$ cat src/dmp_pkg.sv
package dmp_pkg;
  // Bus widths
  localparam int ADDR_W = 16;
  localparam int DATA_W = 16;
  localparam int EXT_W  = 2;

  // Reset values
  localparam logic [15:0] ADDR_RST = 16'h0000;
  localparam logic [15:0] DATA_RST = 16'h0000;
  localparam logic [1:0]  EXT_RST  = 2'h0;

  // External register codes
  localparam logic [1:0] USER_REG_ZERO  = 2'h0;
  localparam logic [1:0] USER_REG_ONE   = 2'h1;
  localparam logic [1:0] USER_REG_TWO   = 2'h2;
  localparam logic [1:0] USER_REG_THREE = 2'h3;

  // Core-side request for one data port
  typedef struct packed {
    logic        rd;
    logic        wr;
    logic [15:0] addr;
    logic [15:0] wdata;
  } dmp_req_t;

  // Registered memory-side outputs of one data port
  typedef struct packed {
    logic        rdSel;
    logic        wrSel;
    logic [15:0] addr;
    logic [15:0] wdata;
  } dmp_bus_t;

  // Port sequencing state
  typedef enum logic [1:0] {
    ST_IDLE,
    ST_READ,
    ST_WRITE
  } dmp_state_t;
endpackage : dmp_pkg

$ cat src/dmp_data_port.sv
module dmp_data_port #(
  parameter bit Z_OUT_REGISTERED_OPT = 1'b1
) (
  input  wire logic              core_clk,
  input  wire logic              rstn,
  // Core-side requests
  input  wire dmp_pkg::dmp_req_t xReq,
  input  wire dmp_pkg::dmp_req_t yReq,
  input  wire dmp_pkg::dmp_req_t zReq,
  input  wire logic              extRd,
  input  wire logic              extWr,
  input  wire logic [1:0]        extSrc,
  input  wire logic [1:0]        extDst,
  input  wire logic [15:0]       extWdataIn,
  // Read data returned to the core pipeline
  output logic [15:0]            xRdataCore,
  output logic [15:0]            yRdataCore,
  output logic [15:0]            zRdataCore,
  output logic [15:0]            extRdataCore,
  // X memory
  output logic [15:0]            x_addr,
  output logic                   x_rd_sel,
  output logic                   x_wr_sel,
  output logic [15:0]            x_wdata,
  input  wire logic [15:0]       x_rdata,
  // Y memory
  output logic [15:0]            y_addr,
  output logic                   y_rd_sel,
  output logic                   y_wr_sel,
  output logic [15:0]            y_wdata,
  input  wire logic [15:0]       y_rdata,
  // Z space
  output logic [15:0]            z_addr,
  output logic                   z_rd_sel,
  output logic                   z_wr_sel,
  output logic [15:0]            z_wdata,
  input  wire logic [15:0]       z_rdata,
  // User registers
  output logic                   extreg_rd_sel,
  output logic                   extreg_wr_sel,
  output logic [1:0]             extreg_src_code,
  output logic [1:0]             extreg_dst_code,
  output logic [15:0]            extreg_wdata,
  input  wire logic [15:0]       extreg_rdata
);
  dmp_pkg::dmp_bus_t xBus;
  dmp_pkg::dmp_bus_t yBus;
  dmp_pkg::dmp_state_t zState_r;
  logic              zRdSel_r;
  logic              zWrSel_r;
  logic [15:0]       zAddr_r;
  logic [15:0]       zWdataHold_r;
  logic [15:0]       zWdataOut_r;
  logic              extRdSel_r;
  logic              extWrSel_r;
  logic [1:0]        extSrc_r;
  logic [1:0]        extDst_r;
  logic [15:0]       xRdata_r;
  logic [15:0]       yRdata_r;
  logic [15:0]       zRdata_r;
  logic [15:0]       extRdata_r;

  dmp_xy_port uXPort (
    .mclk (core_clk),
    .rstn (rstn),
    .req  (xReq),
    .bus  (xBus)
  );

  dmp_xy_port uYPort (
    .mclk (core_clk),
    .rstn (rstn),
    .req  (yReq),
    .bus  (yBus)
  );

  // X and Y memory outputs, all straight from flip-flops
  assign x_addr   = xBus.addr;
  assign x_rd_sel = xBus.rdSel;
  assign x_wr_sel = xBus.wrSel;
  assign x_wdata  = xBus.wdata;
  assign y_addr   = yBus.addr;
  assign y_rd_sel = yBus.rdSel;
  assign y_wr_sel = yBus.wrSel;
  assign y_wdata  = yBus.wdata;

  always_ff @(posedge core_clk) begin
    if (!rstn) begin
      zRdSel_r <= 1'b0;
      zWrSel_r <= 1'b0;
    end else begin
      zRdSel_r <= zReq.rd;
      zWrSel_r <= zReq.wr && !zReq.rd;
    end
  end

  always_ff @(posedge core_clk) begin
    if (!rstn) begin
      zAddr_r <= dmp_pkg::ADDR_RST;
    end else if (zReq.rd || zReq.wr) begin
      zAddr_r <= zReq.addr;
    end
  end

  // Z port sequencing: write data follows one cycle after the select
  always_ff @(posedge core_clk) begin
    if (!rstn) begin
      zState_r <= dmp_pkg::ST_IDLE;
    end else begin
      case (zState_r)
        dmp_pkg::ST_IDLE,
        dmp_pkg::ST_READ,
        dmp_pkg::ST_WRITE: begin
          if (zReq.rd) begin
            zState_r <= dmp_pkg::ST_READ;
          end else if (zReq.wr) begin
            zState_r <= dmp_pkg::ST_WRITE;
          end else begin
            zState_r <= dmp_pkg::ST_IDLE;
          end
        end
        default: begin
          zState_r <= dmp_pkg::ST_IDLE;
        end
      endcase
    end
  end

  // Holds write data for the cycle after the select
  always_ff @(posedge core_clk) begin
    if (!rstn) begin
      zWdataHold_r <= dmp_pkg::DATA_RST;
    end else begin
      if (zReq.wr && !zReq.rd) begin
        zWdataHold_r <= zReq.wdata;
      end
    end
  end

  always_ff @(posedge core_clk) begin
    if (!rstn) begin
      zWdataOut_r <= dmp_pkg::DATA_RST;
    end else if (zState_r == dmp_pkg::ST_WRITE) begin
      zWdataOut_r <= zWdataHold_r;
    end
  end

  assign z_wdata  = Z_OUT_REGISTERED_OPT ? zWdataOut_r : zWdataHold_r;
  assign z_addr   = zAddr_r;
  assign z_rd_sel = zRdSel_r;
  assign z_wr_sel = zWrSel_r;

  always_ff @(posedge core_clk) begin
    if (!rstn) begin
      extSrc_r <= dmp_pkg::EXT_RST;
      extDst_r <= dmp_pkg::EXT_RST;
    end else begin
      if (extRd) begin
        extSrc_r <= extSrc;
      end
      if (extWr) begin
        extDst_r <= extDst;
      end
    end
  end

  always_ff @(posedge core_clk) begin
    if (!rstn) begin
      extRdSel_r <= 1'b0;
      extWrSel_r <= 1'b0;
    end else begin
      extRdSel_r <= extRd;
      extWrSel_r <= extWr;
    end
  end

  assign extreg_rd_sel   = extRdSel_r;
  assign extreg_wr_sel   = extWrSel_r;
  assign extreg_src_code = extSrc_r;
  assign extreg_dst_code = extDst_r;
  assign extreg_wdata    = extWdataIn;

  // sample read data at edge ending access
  // Z read like X and Y
  always_ff @(posedge core_clk) begin
    if (!rstn) begin
      xRdata_r    <= dmp_pkg::DATA_RST;
      yRdata_r    <= dmp_pkg::DATA_RST;
      zRdata_r    <= dmp_pkg::DATA_RST;
      extRdata_r  <= dmp_pkg::DATA_RST;
    end else begin
      if (xBus.rdSel) begin
        xRdata_r <= x_rdata;
      end
      if (yBus.rdSel) begin
        yRdata_r <= y_rdata;
      end
      if (zRdSel_r) begin
        zRdata_r <= z_rdata;
      end
      if (extRdSel_r) begin
        extRdata_r <= extreg_rdata;
      end
    end
  end

  assign xRdataCore   = xRdata_r;
  assign yRdataCore   = yRdata_r;
  assign zRdataCore   = zRdata_r;
  assign extRdataCore = extRdata_r;

  // frozen while clock stops: all outputs except extreg_wdata (wired straight from extWdataIn) are flip-flops
  // on core_clk, so a gated clock holds them without extra logic.

  // Assertions
  property p_zDataLate;
    @(posedge core_clk) disable iff (!rstn)
      z_wr_sel |=> (!Z_OUT_REGISTERED_OPT || z_wdata == $past(zReq.wdata, 2));
  endproperty
  a_zDataLate: assert property (p_zDataLate) else $error("Z data not one cycle late");

  property p_zDataNow;
    @(posedge core_clk) disable iff (!rstn)
      z_wr_sel |-> (Z_OUT_REGISTERED_OPT || z_wdata == $past(zReq.wdata));
  endproperty
  a_zDataNow: assert property (p_zDataNow) else $error("Z data not with select");

  property p_zSel;
    @(posedge core_clk) disable iff (!rstn) zReq.wr && !zReq.rd |=> z_wr_sel && !z_rd_sel;
  endproperty
  a_zSel: assert property (p_zSel) else $error("Z write select missing");

  property p_zAddr;
    @(posedge core_clk) disable iff (!rstn)
      (zReq.rd || zReq.wr) |=> z_addr == $past(zReq.addr);
  endproperty
  a_zAddr: assert property (p_zAddr) else $error("Z address not registered");

  property p_extHold;
    @(posedge core_clk) disable iff (!rstn) !extRd |=> $stable(extreg_src_code);
  endproperty
  a_extHold: assert property (p_extHold) else $error("source code moved unqualified");

  property p_extRd;
    @(posedge core_clk) disable iff (!rstn)
      extRd |=> extreg_rd_sel && extreg_src_code == $past(extSrc);
  endproperty
  a_extRd: assert property (p_extRd) else $error("read select or code wrong");

  property p_extWr;
    @(posedge core_clk) disable iff (!rstn)
      extWr |=> extreg_wr_sel && extreg_dst_code == $past(extDst);
  endproperty
  a_extWr: assert property (p_extWr) else $error("write select or code wrong");

  property p_rstIdle;
    @(posedge core_clk) !rstn |=> !x_rd_sel && !x_wr_sel && !z_rd_sel && !z_wr_sel
      && !y_rd_sel && !y_wr_sel && !extreg_rd_sel && !extreg_wr_sel;
  endproperty
  a_rstIdle: assert property (p_rstIdle) else $error("select active after reset");

  property p_xyAlike;
    @(posedge core_clk) disable iff (!rstn)
      xReq == yReq |=> x_rd_sel == y_rd_sel && x_wr_sel == y_wr_sel;
  endproperty
  a_xyAlike: assert property (p_xyAlike) else $error("X and Y ports differ");

  property p_zRdCapture;
    @(posedge core_clk) disable iff (!rstn) z_rd_sel |=> zRdataCore == $past(z_rdata);
  endproperty
  a_zRdCapture: assert property (p_zRdCapture) else $error("Z read data not taken");

  property p_wdataDirect;
    @(posedge core_clk) extreg_wdata == extWdataIn;
  endproperty
  a_wdataDirect: assert property (p_wdataDirect) else $error("user write data registered");

  property p_zRdSel;
    @(posedge core_clk) disable iff (!rstn)
      zReq.rd |=> z_rd_sel && !z_wr_sel;
  endproperty
  a_zRdSel: assert property (p_zRdSel) else $error("Z read select missing");

  property p_zAddrHold;
    @(posedge core_clk) disable iff (!rstn)
      !zReq.rd && !zReq.wr |=> $stable(z_addr);
  endproperty
  a_zAddrHold: assert property (p_zAddrHold) else $error("Z address moved idle");

  property p_extDstHold;
    @(posedge core_clk) disable iff (!rstn)
      !extWr |=> $stable(extreg_dst_code);
  endproperty
  a_extDstHold: assert property (p_extDstHold) else $error("dest code moved");

  property p_extSelSplit;
    @(posedge core_clk) disable iff (!rstn)
      extRd && !extWr |=> extreg_rd_sel && !extreg_wr_sel;
  endproperty
  a_extSelSplit: assert property (p_extSelSplit) else $error("user selects mixed");

  property p_xRdCapture;
    @(posedge core_clk) disable iff (!rstn)
      x_rd_sel |=> xRdataCore == $past(x_rdata);
  endproperty
  a_xRdCapture: assert property (p_xRdCapture) else $error("X read data not taken");

  property p_extRdCapture;
    @(posedge core_clk) disable iff (!rstn)
      extreg_rd_sel |=> extRdataCore == $past(extreg_rdata);
  endproperty
  a_extRdCapture: assert property (p_extRdCapture) else $error("user data not taken");

  c_zWrRd: cover property (@(posedge core_clk) disable iff (!rstn) z_wr_sel ##1 z_rd_sel);
  c_extWr: cover property (@(posedge core_clk) disable iff (!rstn) extreg_wr_sel);
  c_extRd: cover property (@(posedge core_clk) disable iff (!rstn) extreg_rd_sel);
endmodule : dmp_data_port

$ cat src/dmp_xy_port.sv
// One data memory port; X and Y are two instances of this module
module dmp_xy_port (
  input  wire logic            mclk,
  input  wire logic            rstn,
  input  wire dmp_pkg::dmp_req_t req,
  output dmp_pkg::dmp_bus_t    bus
);
  logic        rdSel_r;
  logic        wrSel_r;
  logic [15:0] addr_r;
  logic [15:0] wdata_r;

  // registered address
  // Address moves only with an access, select and data share the edge
  always_ff @(posedge mclk) begin
    if (!rstn) begin
      addr_r <= dmp_pkg::ADDR_RST;
    end else if (req.rd || req.wr) begin
      addr_r <= req.addr;
    end
  end

  always_ff @(posedge mclk) begin
    if (!rstn) begin
      rdSel_r <= 1'b0;
      wrSel_r <= 1'b0;
    end else begin
      rdSel_r <= req.rd;
      wrSel_r <= req.wr && !req.rd;
    end
  end

  always_ff @(posedge mclk) begin
    if (!rstn) begin
      wdata_r <= dmp_pkg::DATA_RST;
    end else if (req.wr && !req.rd) begin
      wdata_r <= req.wdata;
    end
  end

  // One flop group per field, so each variable has a single writer
  assign bus = '{rdSel: rdSel_r, wrSel: wrSel_r, addr: addr_r, wdata: wdata_r};

  property p_addrHold;
    @(posedge mclk) disable iff (!rstn)
      !$past(req.rd) && !$past(req.wr) |-> $stable(addr_r);
  endproperty
  a_addrHold: assert property (p_addrHold) else $error("address moved without access");

  property p_wrTrio;
    @(posedge mclk) disable iff (!rstn)
      req.wr && !req.rd |=> wrSel_r && addr_r == $past(req.addr)
        && wdata_r == $past(req.wdata);
  endproperty
  a_wrTrio: assert property (p_wrTrio) else $error("write select, address, data split");

  property p_rdSel;
    @(posedge mclk) disable iff (!rstn) req.rd |=> rdSel_r && !wrSel_r;
  endproperty
  a_rdSel: assert property (p_rdSel) else $error("read select not issued");

  c_xyWrite: cover property (@(posedge mclk) disable iff (!rstn) wrSel_r);
endmodule : dmp_xy_port
$ cat config.mk
export PLATFORM = sky130hd
export DESIGN_NAME = dmp_data_port
export DESIGN_NICKNAME = d
export VERILOG_FILES = /design/src/dmp_pkg.sv /design/src/dmp_data_port.sv /design/src/dmp_xy_port.sv
export SDC_FILE = /design/constraint.sdc
export NUM_CORES = 1
export LEC_CHECK = 0
export BUFFER_PORTS_ARGS = -buffer_cell sky130_fd_sc_hd__buf_4
export CAP_MARGIN = 20
export CORE_AREA = 2 2 148 150
export DETAILED_ROUTE_END_ITERATION = 16
export DIE_AREA = 0 0 150 152
export GPL_TIMING_DRIVEN = 0
export PLACE_DENSITY = 0.72
export RECOVER_POWER = 25
export SYNTH_ARGS = -nofsm -noshare
export SYNTH_HDL_FRONTEND = slang
export SYNTH_SLANG_ARGS = --single-unit
$ cat constraint.sdc
create_clock -name core_clk -period 1.1 [get_ports core_clk]
set_input_delay 0.165 -clock core_clk [delete_from_list [all_inputs] [get_ports core_clk]]
set_output_delay 0.165 -clock core_clk [all_outputs]
set_load 0.01 [all_outputs]
==> insert_results.sql <==
INSERT INTO impl_metrics (metric_group, metric, value, unit) VALUES
('global_route', 'global_route_wire_length_before_repair', '36700', 'um'),
('timing', 'setup_viol', '0', ''),
('critical_path', 'worst_ep_required_time', '0.94', 'ns'),
('routing', 'drtPass1Iterations', '4', ''),
('run', 'cap_viol_max_count', '0', ''),
('clock_tree', 'cts.sinks', '190', ''),
('clock_tree', 'clock_root_cell', 'sky130_fd_sc_hd__clkbuf_16', ''),
('timing', 'worst_slew_margin_rel', '0.6490', ''),
('finish', 'number_of_non_filler_instances_in_the_completed_layout', '1543', ''),
('routing', 'wl', '24350', 'um'),
('clock_tree', 'clk_transition_reported_paths', '0.08', 'ns'),
('place', 'finalWeightedCongestion', '0.8108', ''),
('place', 'place_hpwl', '17230', 'um'),
('hold_path', 'min_path_type', 'input port to flop', ''),
('synthesis', 'synth_seq_area_share', '0.5029', ''),
('timing', 'finClkSkew', '0.01043', 'ns'),
('synthesis', 'synth_cell_type_count', '17', ''),
('critical_path', 'timing.critical_path.to_type', 'output port', ''),
('place', 'portbufs', '354', ''),
('synthesis', 'netlist_top_cells_area', 'sky130_fd_sc_hd__dfxtp_1 50%, sky130_fd_sc_hd__mux2i_1 17%, sky130_fd_sc_hd__nand2_1 8.0%', ''),
('die', 'die_height', '152', 'um'),
('critical_path', 'timing.critical_path.cells', 'buf_4', ''),
('timing', 'hold_viol', '0', ''),
('finish', 'layout.cells.most_common', 'sky130_fd_sc_hd__buf_4', ''),
('finish', 'drive_above_1_share', '0.4173', ''),
('timing', 'worst_pin_slew', '0.5265', 'ns'),
('die', 'io_pins', '378', ''),
('place', 'numPlacedInstances', '1380', ''),
('routing', 'routed_wire_length_per_instance', '15.78', 'um'),
('clock_tree', 'cts_made_buffers', '17', ''),
('synthesis', 'synth_seq_cells', '190', ''),
('synthesis', 'synth_warn', '0', ''),
('finish', 'most_frequent_cells_in_the_layout', '352 x sky130_fd_sc_hd__buf_4, 161 x sky130_fd_sc_hd__nand2_1, 137 x sky130_fd_sc_hd__dlygate4sd3_1', ''),
('critical_path', 'timing.critical_path.slowest_stage_cell', 'sky130_fd_sc_hd__dfxtp_1', ''),
('die', 'dieWidth', '150', 'um'),
('global_route', 'grt_start_max_net_pins', '20', ''),
('clock_tree', 'postCtsSetupRepairBufs', '0', ''),
('die', 'floorplan.die_area', '0.02280', 'mm2'),
('finish', 'fin_area', '0.01252', 'mm2'),
('timing', 'grt_setup_unrepaired', 'true', ''),
('place', 'dpl_worst_slack', '-0.5220', 'ns'),
('synthesis', 'synthesized_instance_count', '746', ''),
('clock_tree', 'cts.path.max_buffers', '2', ''),
('timing', 'fmax', '931.8', 'MHz'),
('synthesis', 'postSynthAreaPerCell', '10.14', 'um2'),
('run_status', 'status', 'finished, final reports clean', ''),
('clock_tree', 'clk-insertion-delay-late', '0.42', 'ns'),
('timing', 'period_minus_slack', '1.073', 'ns'),
('timing', 'layout_worst_path_cycle_share', '0.9757', ''),
('power', 'power', '16.25', 'mW'),
('critical_path', 'setup.worst_path.class', 'flop to output port', ''),
('routing', 'routed_via_density', '4.578', ''),
('power', 'cellLeakagePower', '5.575', 'nW'),
('critical_path', 'worstPathMaxFanout', '2', ''),
('routing', 'drtAntennaViolNets', '0', ''),
('timing', 'drv_slew', '0', ''),
('power', 'irDropWorstVdd', '0.9056', 'mV'),
('finish', 'antennaDiodeCount', '0', ''),
('power', 'pwr_density_cell', '1298', 'mW/mm2'),
('critical_path', 'cp_top_family', 'flip-flops', ''),
('critical_path', 'critPathMaxStageDelay', '0.35', 'ns'),
('routing', 'drt-initial-drc-count', '188', ''),
('global_route', 'globalRoute.totalOverflow', '0', ''),
('clock_tree', 'ctsHtreeMaxLevel', '4', ''),
('critical_path', 'worst-endpoint-arrival', '0.91', 'ns'),
('global_route', 'first_global_vias', '7139', ''),
('synthesis', 'synthDominantAreaCellType', 'sky130_fd_sc_hd__dfxtp_1', ''),
('die', 'initial_utilization', '0.3543', ''),
('routing', 'drc', '0', ''),
('global_route', 'groute.usage.overall', '0.2028', ''),
('finish', 'syn_to_final_growth', '65.48', '%');
Yosys cell counts (all sizes together):
cell type  number
clkbuf         13
or2             3
mux2i         132
buf            69
nand2         161
nand2b          1
o211ai         48
and3            1
dfxtp         190
and2            9
nor2b          71
o21ai          48
layer usage:
| metal | share of wire | global-route usage | up-vias | wire, um |
|---|---|---|---|---|
| met2 | 0.51 | 0.3642 | 257 | 12380 |
| met3 | 0.064 | 0.04775 | 35 | 1550 |
| met1 | 0.40 | 0.2307 | 3277 | 9835 |
| met4 | 0.024 | 0.07637 | 0 | 582 |
| met5 | 0 | 0 | - | 0 |
| li1 | - | - | 3495 | - |
registers in the layout (all words and copies together) (netlist names), 16 cells and up:
name / flops
extRdataCore: 16
uXPort.addr_r: 16
uXPort.wdata_r: 16
uYPort.addr_r: 16
uYPort.wdata_r: 16
xRdataCore: 16
yRdataCore: 16
zRdataCore: 16
zWdataHold_r: 16
z_addr: 16
z_wdata: 16
cells by family (layout without fill, tap and decap cells):
family / after synthesis / in the layout / synth area share
buf+inv: 82 / 599 / 0.07494
mux: 132 / 132 / 0.1747
flops: 190 / 190 / 0.5029
simple gates: 246 / 246 / 0.1532
compound gates: 96 / 96 / 0.09429
metrics by stage:
step | util | setup TNS, ns
6_report | 0.5862 | 0
5_1_grt | 0.5862 | -0.01211
4_1_cts | 0.5861 | 0
3_5_place_dp | 0.4956 | -14.15
3_3_place_gp | 0.4956 | -12.35
2_1_floorplan | - | 0
power breakdown:
part	switching, mW	leakage, nW	internal [mW]	total, mW
combinational	1.19	3.72	1.60	2.79
sequential	0.179	1.58	7.25	7.43
clock	2.99	0.273	3.03	6.03
total	4.36	5.57	11.9	16.2
cell type report:
| type | count | area (um2) |
|---|---|---|
| Fill cell | 1836 | 8835 |
| Timing Repair Buffer | 491 | 3973 |
| Sequential cell | 190 | 3885 |
| Multi-Input combinational cell | 474 | 3193 |
| Buffer | 76 | 531.8 |
| Clock buffer | 18 | 429.2 |
| Tap cell | 280 | 350.3 |
| Clock inverter | 14 | 153.9 |
worst paths after layout:
path / from / endpoint / slack, ns / cells after the start
max: uXPort.wdata_r[4] / x_wdata[4] / 0.03 / 1
min: extSrc[0] / extreg_src_code[0] / 0.01 / 3
max reg2reg: uXPort.rdSel_r / xRdataCore[6] / 0.06 / 3
min reg2reg: uYPort.wdata_r[4] / uYPort.wdata_r[4] / 0.46 / 2
timing repair:
action / 4_1_cts / 5_1_grt
resized for setup: 6 / 68
hold endpoints to repair: 137 / 0
hold buffers: 137 / 0
setup endpoints to repair: 59 / 96
pin swaps: 0 / 0
Power figures use the tool's default switching activity.
